<file path="src/common/swsc_params.svh">
// Constants for the sleep, wake and scan controller.
`ifndef SWSC_PARAMS_SVH
`define SWSC_PARAMS_SVH
`define SWSC_CLK_HZ        10000000
`define SWSC_N_IN          22
`define SWSC_N_PROG        8
`define SWSC_N_GND         14
`define SWSC_WORD_W        24
`define SWSC_THERM_BIT     23
`define SWSC_INT_BIT       22
`define SWSC_OP_W          8
`define SWSC_OP_STATUS     8'h00
`define SWSC_OP_SLEEP      8'h0C
`define SWSC_INT_CODE_LSB  3
`define SWSC_SCAN_CODE_LSB 0
`define SWSC_INT_OFF_CODE  3'h7
`define SWSC_SCAN_OFF_CODE 3'h0
`define SWSC_INT_BASE_MS   32
`define SWSC_SCAN_BASE_US  1000
`define SWSC_SCAN_WIN_US   125
`define SWSC_WET_MS        20
`define SWSC_US_CYC        (`SWSC_CLK_HZ / 1000000)
`define SWSC_INT_BASE_CYC  (`SWSC_INT_BASE_MS * 1000 * `SWSC_US_CYC)
`define SWSC_SCAN_BASE_CYC (`SWSC_SCAN_BASE_US * `SWSC_US_CYC)
`define SWSC_SCAN_WIN_CYC  (`SWSC_SCAN_WIN_US * `SWSC_US_CYC)
`define SWSC_WET_CYC       (`SWSC_WET_MS * 1000 * `SWSC_US_CYC)
`endif

</file>
<file path="src/common/swsc_pkg.sv">
// Types shared by the sleep, wake and scan controller.
package swsc_pkg;
  typedef enum logic [1:0] {
    SWSC_NORMAL = 2'b00,
    SWSC_SLEEP  = 2'b01,
    SWSC_SCAN   = 2'b10
  } swsc_mode_e;

  // Per-input configuration kept across sleep.
  typedef struct packed {
    logic [21:0] wake_en;
    logic [21:0] metallic;
    logic [21:0] wet_timer_en;
    logic [21:0] tristate;
  } swsc_cfg_s;

  // Current drive per input.
  typedef struct packed {
    logic [21:0] high;
    logic [21:0] low;
    logic [21:0] tristate;
  } swsc_drive_s;
endpackage

</file>
<file path="src/design/swsc_ctrl.sv">
// Mode, wake, scan, thermal and interrupt control for a switch interface.
`timescale 1ns/1ns
`default_nettype none
`include "swsc_params.svh"
module swsc_ctrl (
  input  wire logic                clk_i,
  input  wire logic                rst_n_i,
  input  wire logic [21:0]         sw_closed_i,
  input  wire logic                cs_n_i,
  input  wire logic                wake_n_i,
  input  wire logic                int_n_pin_i,
  input  wire logic                vdd_ok_i,
  input  wire logic                over_temp_i,
  input  wire logic                cmd_valid_i,
  input  wire logic [23:0]         cmd_word_i,
  input  wire swsc_pkg::swsc_cfg_s cfg_i,
  input  wire logic                int_en_i,
  output logic                     int_n_o,
  output logic                     int_n_oe_o,
  output logic [23:0]              reply_o,
  output swsc_pkg::swsc_drive_s    drive_o,
  output logic                     sleep_o
);
  import swsc_pkg::*;

  localparam int unsigned INT_BASE = `SWSC_INT_BASE_CYC;
  localparam int unsigned SCAN_BASE = `SWSC_SCAN_BASE_CYC;
  localparam int unsigned WIN_CYC = `SWSC_SCAN_WIN_CYC;
  localparam int unsigned WET_CYC = `SWSC_WET_CYC;

  // Two-flop synchronisers for the switch, select, wake, interrupt and thermal pins.
  logic [25:0] s1_q;
  logic [25:0] s2_q;
  logic [25:0] pin_raw;
  assign pin_raw = {sw_closed_i, cs_n_i, wake_n_i, int_n_pin_i, over_temp_i};
  always_ff @(posedge clk_i or negedge rst_n_i) begin
    if (!rst_n_i) begin
      s1_q <= 26'h3FFFFFE;
      s2_q <= 26'h3FFFFFE;
    end else begin
      s1_q <= pin_raw;
      s2_q <= s1_q;
    end
  end

  logic [21:0] sw;
  logic        cs_n;
  logic        wake_n;
  logic        intp_n;
  logic        hot;
  assign sw = s2_q[25:4];
  assign cs_n = s2_q[3];
  assign wake_n = s2_q[2];
  assign intp_n = s2_q[1];
  assign hot = s2_q[0];

  // Previous-sample copies for edge detection.
  logic [21:0] sw_prev_q;
  logic        cs_prev_q;
  logic        wake_prev_q;
  logic        intp_prev_q;
  always_ff @(posedge clk_i or negedge rst_n_i) begin
    if (!rst_n_i) begin
      sw_prev_q   <= 22'h000000;
      cs_prev_q   <= 1'b1;
      wake_prev_q <= 1'b1;
      intp_prev_q <= 1'b1;
    end else begin
      sw_prev_q   <= sw;
      cs_prev_q   <= cs_n;
      wake_prev_q <= wake_n;
      intp_prev_q <= intp_n;
    end
  end

  // Change detection waits until real pin levels have filled the
  // synchroniser; the reset pattern would otherwise look like an event.
  logic [2:0] live_q;
  always_ff @(posedge clk_i or negedge rst_n_i) begin
    if (!rst_n_i) begin
      live_q <= 3'h0;
    end else begin
      live_q <= {live_q[1:0], 1'b1};
    end
  end

  logic        cs_rise;
  logic        cs_fall;
  logic        wake_fall;
  logic        intp_fall;
  logic [21:0] sw_chg;
  assign cs_rise = cs_n & ~cs_prev_q;
  assign cs_fall = ~cs_n & cs_prev_q;
  assign wake_fall = ~wake_n & wake_prev_q;
  assign intp_fall = ~intp_n & intp_prev_q;
  assign sw_chg = (sw ^ sw_prev_q) & ~cfg_i.tristate
                  & {22{live_q[2]}};

  // Command decode.
  logic       cmd_sleep;
  logic       cmd_status;
  logic [2:0] int_code;
  logic [2:0] scan_code;
  assign cmd_sleep = cmd_valid_i &&
                     cmd_word_i[23:16] == `SWSC_OP_SLEEP;
  assign cmd_status = cmd_valid_i &&
                      cmd_word_i[23:16] == `SWSC_OP_STATUS;
  assign int_code = cmd_word_i[`SWSC_INT_CODE_LSB +: 3];
  assign scan_code = cmd_word_i[`SWSC_SCAN_CODE_LSB +: 3];

  swsc_mode_e  mode_q;
  swsc_mode_e  mode_d;
  logic [2:0]  int_code_q;
  logic [2:0]  scan_code_q;
  logic [21:0] snap_q;
  logic [31:0] int_cnt_q;
  logic [31:0] scan_cnt_q;
  logic [31:0] int_lim;
  logic [31:0] scan_lim;
  logic        normal;

  assign normal = (mode_q == SWSC_NORMAL);
  // Periods double per code step; the shifts are cheap and exact.
  assign int_lim = INT_BASE << int_code_q;
  assign scan_lim = (SCAN_BASE << scan_code_q) >> 1;

  logic int_exp;
  logic scan_exp;
  logic win_end;
  logic scan_diff;
  assign int_exp = !normal && int_code_q != `SWSC_INT_OFF_CODE
                   && int_cnt_q == int_lim - 32'h1;
  assign scan_exp = mode_q == SWSC_SLEEP
                    && scan_code_q != `SWSC_SCAN_OFF_CODE
                    && scan_cnt_q == scan_lim - 32'h1;
  assign win_end = mode_q == SWSC_SCAN
                   && scan_cnt_q == WIN_CYC - 1;
  assign scan_diff = |((sw ^ snap_q) & cfg_i.wake_en
                       & ~cfg_i.tristate);

  // Wake sources; chip select and interrupt pin need logic supply.
  logic wake_any;
  // Floated inputs cannot show a change, so a switch wake comes only from
  // the compare at the end of a scan window.
  assign wake_any = int_exp || wake_fall
                    || (vdd_ok_i && intp_fall && wake_n)
                    || (vdd_ok_i && cs_fall)
                    || (win_end && scan_diff);

  // Mode selection.
  always_comb begin
    mode_d = mode_q;
    case (mode_q)
      SWSC_NORMAL: begin
        if (cmd_sleep) begin
          mode_d = SWSC_SLEEP;
        end
      end
      SWSC_SLEEP: begin
        if (wake_any) begin
          mode_d = SWSC_NORMAL;
        end else if (scan_exp) begin
          mode_d = SWSC_SCAN;
        end
      end
      SWSC_SCAN: begin
        if (wake_any) begin
          mode_d = SWSC_NORMAL;
        end else if (win_end) begin
          mode_d = SWSC_SLEEP;
        end
      end
      default: mode_d = SWSC_NORMAL;
    endcase
  end

  // Timers run only out of Normal and restart at sleep entry.
  always_ff @(posedge clk_i or negedge rst_n_i) begin
    if (!rst_n_i) begin
      mode_q      <= SWSC_NORMAL;
      int_code_q  <= 3'h7;
      scan_code_q <= 3'h0;
      snap_q      <= 22'h000000;
      int_cnt_q   <= 32'h0;
      scan_cnt_q  <= 32'h0;
    end else begin
      mode_q <= mode_d;
      if (normal && cmd_sleep) begin
        int_code_q  <= int_code;
        scan_code_q <= scan_code;
        snap_q      <= sw;
      end
      if (normal || int_exp) begin
        int_cnt_q <= 32'h0;
      end else begin
        int_cnt_q <= int_cnt_q + 32'h1;
      end
      if (normal || scan_exp || win_end) begin
        scan_cnt_q <= 32'h0;
      end else begin
        scan_cnt_q <= scan_cnt_q + 32'h1;
      end
    end
  end

  // Interrupt and thermal flags; a new event beats the clear.
  logic int_q;
  logic pend_q;
  logic therm_q;
  logic evt_q;
  logic int_set;
  logic hot_n;
  assign hot_n = normal && hot;
  assign int_set = (normal && int_en_i && |(sw_chg & cfg_i.wake_en))
                   || int_exp
                   || (win_end && scan_diff && int_en_i)
                   || (hot_n && !therm_q);
  always_ff @(posedge clk_i or negedge rst_n_i) begin
    if (!rst_n_i) begin
      int_q   <= 1'b0;
      pend_q  <= 1'b0;
      therm_q <= 1'b0;
      evt_q   <= 1'b0;
    end else begin
      if (int_set) begin
        int_q <= 1'b1;
      end else if (cs_rise && pend_q && !evt_q) begin
        int_q <= 1'b0;
      end
      // A status read in the frame arms the clear.
      if (cs_fall) begin
        pend_q <= 1'b0;
      end else if (cmd_status && !cs_n) begin
        pend_q <= 1'b1;
      end
      // Any event while selected blocks the clear, before or after the read.
      if (cs_fall) begin
        evt_q <= int_set;
      end else if (int_set && !cs_n) begin
        evt_q <= 1'b1;
      end
      if (hot_n) begin
        therm_q <= 1'b1;
      end else if (cs_rise && !hot) begin
        therm_q <= 1'b0;
      end
    end
  end

  // Wetting timers, one per input.
  logic [21:0] wet_on;
  genvar g;
  generate
    for (g = 0; g < 22; g++) begin : g_wet
      logic [17:0] wet_cnt_q;
      always_ff @(posedge clk_i or negedge rst_n_i) begin
        if (!rst_n_i) begin
          wet_cnt_q <= 18'h00000;
        end else if (!sw[g]) begin
          wet_cnt_q <= 18'h00000;
        end else if (wet_cnt_q != WET_CYC[17:0]) begin
          wet_cnt_q <= wet_cnt_q + 18'h00001;
        end
      end
      assign wet_on[g] = sw[g] && (!cfg_i.wet_timer_en[g]
                         || wet_cnt_q != WET_CYC[17:0]);
    end
  endgenerate

  // Drive outputs; inputs tri-state while asleep between scans.
  logic        asleep;
  logic [21:0] high_ok;
  assign asleep = (mode_q == SWSC_SLEEP);
  // Thermal fallback drops only the 16 mA sources; settings stay intact.
  assign high_ok = cfg_i.metallic & wet_on
                   & {22{!therm_q || !hot}};

  always_ff @(posedge clk_i or negedge rst_n_i) begin
    if (!rst_n_i) begin
      drive_o    <= '{high: 22'h0, low: 22'h0, tristate: 22'h3FFFFF};
      reply_o    <= 24'h000000;
      int_n_o    <= 1'b0;
      int_n_oe_o <= 1'b0;
      sleep_o    <= 1'b0;
    end else begin
      drive_o.tristate <= asleep ? 22'h3FFFFF : cfg_i.tristate;
      drive_o.high <= asleep ? 22'h0 : high_ok & ~cfg_i.tristate;
      drive_o.low  <= asleep ? 22'h0 : ~high_ok & ~cfg_i.tristate;
      reply_o <= {therm_q, int_q, sw};
      int_n_o <= 1'b0;
      int_n_oe_o <= int_q;
      sleep_o <= !normal;
    end
  end
endmodule // swsc_ctrl
`default_nettype wire

</file>
<file path="config.mk">
export PLATFORM = sky130hd
export DESIGN_NAME = swsc_ctrl
export DESIGN_NICKNAME = d
export VERILOG_FILES = /design/src/common/swsc_pkg.sv /design/src/design/swsc_ctrl.sv
export VERILOG_INCLUDE_DIRS = /design/src /design/src/common
export SDC_FILE = /design/constraint.sdc
export NUM_CORES = 1
export LEC_CHECK = 0
export BUFFER_PORTS_ARGS = -buffer_cell sky130_fd_sc_hd__buf_4
export CORE_MARGIN = 2
export CORE_UTILIZATION = 55
export CTS_CLUSTER_DIAMETER = 150
export CTS_CLUSTER_SIZE = 28
export DETAILED_ROUTE_END_ITERATION = 8
export HOLD_SLACK_MARGIN = 0.12
export PLACE_DENSITY = 0.73
export SETUP_SLACK_MARGIN = 0.3
export SLEW_MARGIN = 40
export SYNTH_ARGS = -nofsm -noshare
export SYNTH_HDL_FRONTEND = slang
export SYNTH_SLANG_ARGS = --single-unit
</file>
<file path="constraint.sdc">
create_clock -name clk_i -period 3.71 [get_ports clk_i]
set_clock_uncertainty 0.05 [all_clocks]
set_input_delay 0.1855 -clock clk_i [delete_from_list [all_inputs] [get_ports clk_i]]
set_output_delay 0.1855 -clock clk_i [all_outputs]
set_load 0.02 [all_outputs]
</file>
==> out/summary.txt <==
Final #Nets: 3606
IO buf count: 224
Iteration-0 DRC Markers: 1205
CP top delay family: simple AND/OR/NAND/NOR gates
final std cells w/o fill: 4178
Core Rows: 87
FMAX: 307 MHz
library cells used by synthesis: 70
Mapped Area: 31700 um^2
Post-synth EDFFs: 0
Clk pin slew, worst setup/hold paths: 0.11 ns
RSZ-0062 raised after global routing: no
total power: 12.0 mW
CTS max path bufs: 3
ys flop type: dfrtp_1
Final TNS setup: 0 ns
CTS root buf: clkbuf_16
cell taking the most area after synthesis: dfrtp_1
gr usage total: 23.3%
placed cells: 3995
post-layout minimum cycle time: 3.26 ns
CP bufs+invs: 2
post-route ant nets: 0
Worst setup SP type: register
post-DP HPWL: 48000 um
Hold Vio Cnt, Final: 0
#FFs+latches synth: 643
Net Count, Synth: 3270
Max Slew Vio Count: 0
post-DR vias/cell: 5.51
outcome: complete, no violations
Core ar.: 56600 um^2
Wirelength per Cell: 16.5 um
Syn Area/Cell: 10.3 um^2
Hold WS: 0.179 ns
routability cong.: 0.875
Initial Util: 55.9%
via count: 23000
slowest stage delay, CP: 0.52 ns
period utilization: 87.8%
boundary pin count: 236
Leakage: 15.7 nW
CP Capture Type: register
Setup-failing EPs final: 0
Async S/R FF share, synth: 100%
gr ovfl total: 0
number of global-route vias before repair: 23400
Synth area leaders: dfrtp_1 45%, xnor2_1 9.0%, dfstp_2 6.5%
Max-Cap Viols: 0
initial antenna violation count: 4
CTS sink cnt: 643
clock network latency to the later pin of the worst-skew pair: 0.60 ns
DIE WIDTH: 244 um
chip height: 244 um
Fill cells: 4453
most numerous cell in the Yosys netlist: dfrtp_1
Tightest Pin Transition: 0.720 ns
Critical Path AT: 3.70 ns
Post-Route Utilization: 64.5%
Worst path slowest cell: or4_1
drt pass-1 iters: 7
crit path kind: register to register
pin count of the biggest net entering global routing: 105
Worst VDD drop: 0.000335 V
HP Class: input pin to register
Area Overhead vs Synth: 15.3%
total CTS buffers: 26
share of cells above drive strength 1: 13.4%
Critical Path, Cell by Cell: inv_1, ha_1, or3b_1, a211o_1, o311ai_1, nand4_1, or4_1, nand2_1, buf_12, nor2_1
die footprint: 59500 um^2
WP data required: 4.16 ns
Synthesis Warnings: 0
CP max FO: 32
H-tree depth: 1
flop-to-flop setup slack: 0.45 ns
Slew headroom: 51.6%
sequential area share after synthesis: 51.1%
first-pass GRT wire length: 116000 um
TritonCTS clock tree: built
share of the synthesized area in the top cell type: 44.7%
pwr dens: 329 nW/um^2
Post-route DRC: 0
Post-Synthesis Cells: 3066
top cells by count, synth: 565 x dfrtp_1, 326 x xnor2_1, 293 x and2_1, 204 x nand3_1, 189 x nand2_1
routed wire length: 69000 um
[report_power, final]
group	leakage, nW	internal, mW	switching [mW]
combinational	6.83	0.529	0.576
sequential	8.52	7.20	0.196
clock	0.356	1.39	2.12
[kinds of logic after synthesis]
kind of cell / share of synthesized area [%]
and+or+nand+nor: 24.7
adders and majority gates: 2.41
xor gates and xnor gates: 11.5
buffers and inverters: 2.22
AOI/OAI and AO/OA: 6.12
muxes: 1.91
DFF: 51.1
other: 0.0237
[cell type report]
type / count / area, um^2 / share of cell area, %
Inverter: 86 / 323 / 0.884
Timing Repair Buffer: 397 / 3430 / 9.38
Antenna cell: 1 / 2.50 / 0.00685
Tap cell: 756 / 946 / 2.59
Multi-Input combinational cell: 2248 / 14900 / 40.7
Sequential cell: 643 / 16200 / 44.3
Clock buffer: 47 / 751 / 2.06
[placed cells by master, fill, tap and decap left out, drive strengths merged, types with 4 or more instances in the layout]
| cell type | synthesis | layout |
|---|---|---|
| clkbuf | 71 | 47 |
| nor4bb | 4 | 4 |
| mux2i | 29 | 29 |
| nand2 | 189 | 189 |
| dfrtp | 565 | 565 |
| nand4 | 84 | 84 |
| or4 | 10 | 10 |
| nor4b | 16 | 16 |
| o21a | 21 | 21 |
| o22ai | 22 | 22 |
| nor3 | 31 | 31 |
| nor2b | 62 | 62 |
| o21ai | 85 | 85 |
| a31oi | 4 | 4 |
| inv | 86 | 86 |
| buf | 18 | 267 |
| ha | 61 | 61 |
| mux2 | 28 | 28 |
| and3 | 77 | 77 |
| o221ai | 4 | 4 |
| xnor2 | 326 | 326 |
| nor3b | 28 | 28 |
| a21oi | 39 | 39 |
| or3 | 77 | 77 |
| o2111ai | 4 | 4 |
| dfstp | 78 | 78 |
| a211oi | 26 | 26 |
| nor2 | 188 | 188 |
| a21boi | 63 | 63 |
| and4 | 13 | 13 |
| nand2b | 36 | 36 |
| or2 | 28 | 28 |
| dlygate4sd3 | 0 | 130 |
| and2 | 293 | 293 |
| or4b | 6 | 6 |
| nor4 | 61 | 61 |
| nand3 | 204 | 204 |
| xor2 | 88 | 88 |
[per-layer routing]
| metal | vias up | part of all wire (%) | track usage [%] |
|---|---|---|---|
| li1 | 11100 | - | - |
| met1 | 11300 | 45 | 32.0 |
| met2 | 444 | 47 | 38.4 |
| met3 | 124 | 4.6 | 2.90 |
| met4 | 4 | 3.4 | 7.73 |
| met5 | - | 0.039 | 0 |
[worst paths after layout]
| kind | startpoint | endpoint | depth (start not counted) |
|---|---|---|---|
| min in group asynchronous | rst_n_i | g_wet[4].wet_cnt_q[17]$_DFFE_PN0P_ | 3 |
| setup / recovery | scan_code_q[0]$_DFFE_PN0P_ | scan_cnt_q[11]$_DFF_PN0_ | 10 |
| max in group asynchronous | rst_n_i | scan_code_q[0]$_DFFE_PN0P_ | 5 |
| setup reg to reg | scan_code_q[0]$_DFFE_PN0P_ | scan_cnt_q[11]$_DFF_PN0_ | 10 |
| hold / removal | sw_closed_i[1] | s1_q[5]$_DFF_PN1_ | 2 |
| hold reg to reg | s1_q[5]$_DFF_PN1_ | s2_q[5]$_DFF_PN1_ | 0 |
[sequential cells by signal (all words and copies together), names as in the netlist, 2 cells and up]
register,cells
s1_q,26
reply_o,24
drive_o,66
g_wet.wet_cnt_q,396
mode_q,2
scan_code_q,3
snap_q,22
int_cnt_q,32
live_q,3
int_code_q,3
scan_cnt_q,32
s2_q,26
[per-stage QoR]
stage / cell area, um^2 / setup slack [ns]
detailed placement: 34400 / 0.292
global route: 36500 / 0.304
finish: 36500 / 0.453
floorplan: 31700 / 0.320
global placement: 34300 / 0.412
CTS: 36400 / 0.304
[timing repair]
item	CTS	global route
setup buffers	0	4
resized for setup	2	8
hold endpoints to repair	191	10
hold buffers	129	1
setup endpoints to repair	8	68
Power figures use the tool's default switching activity.
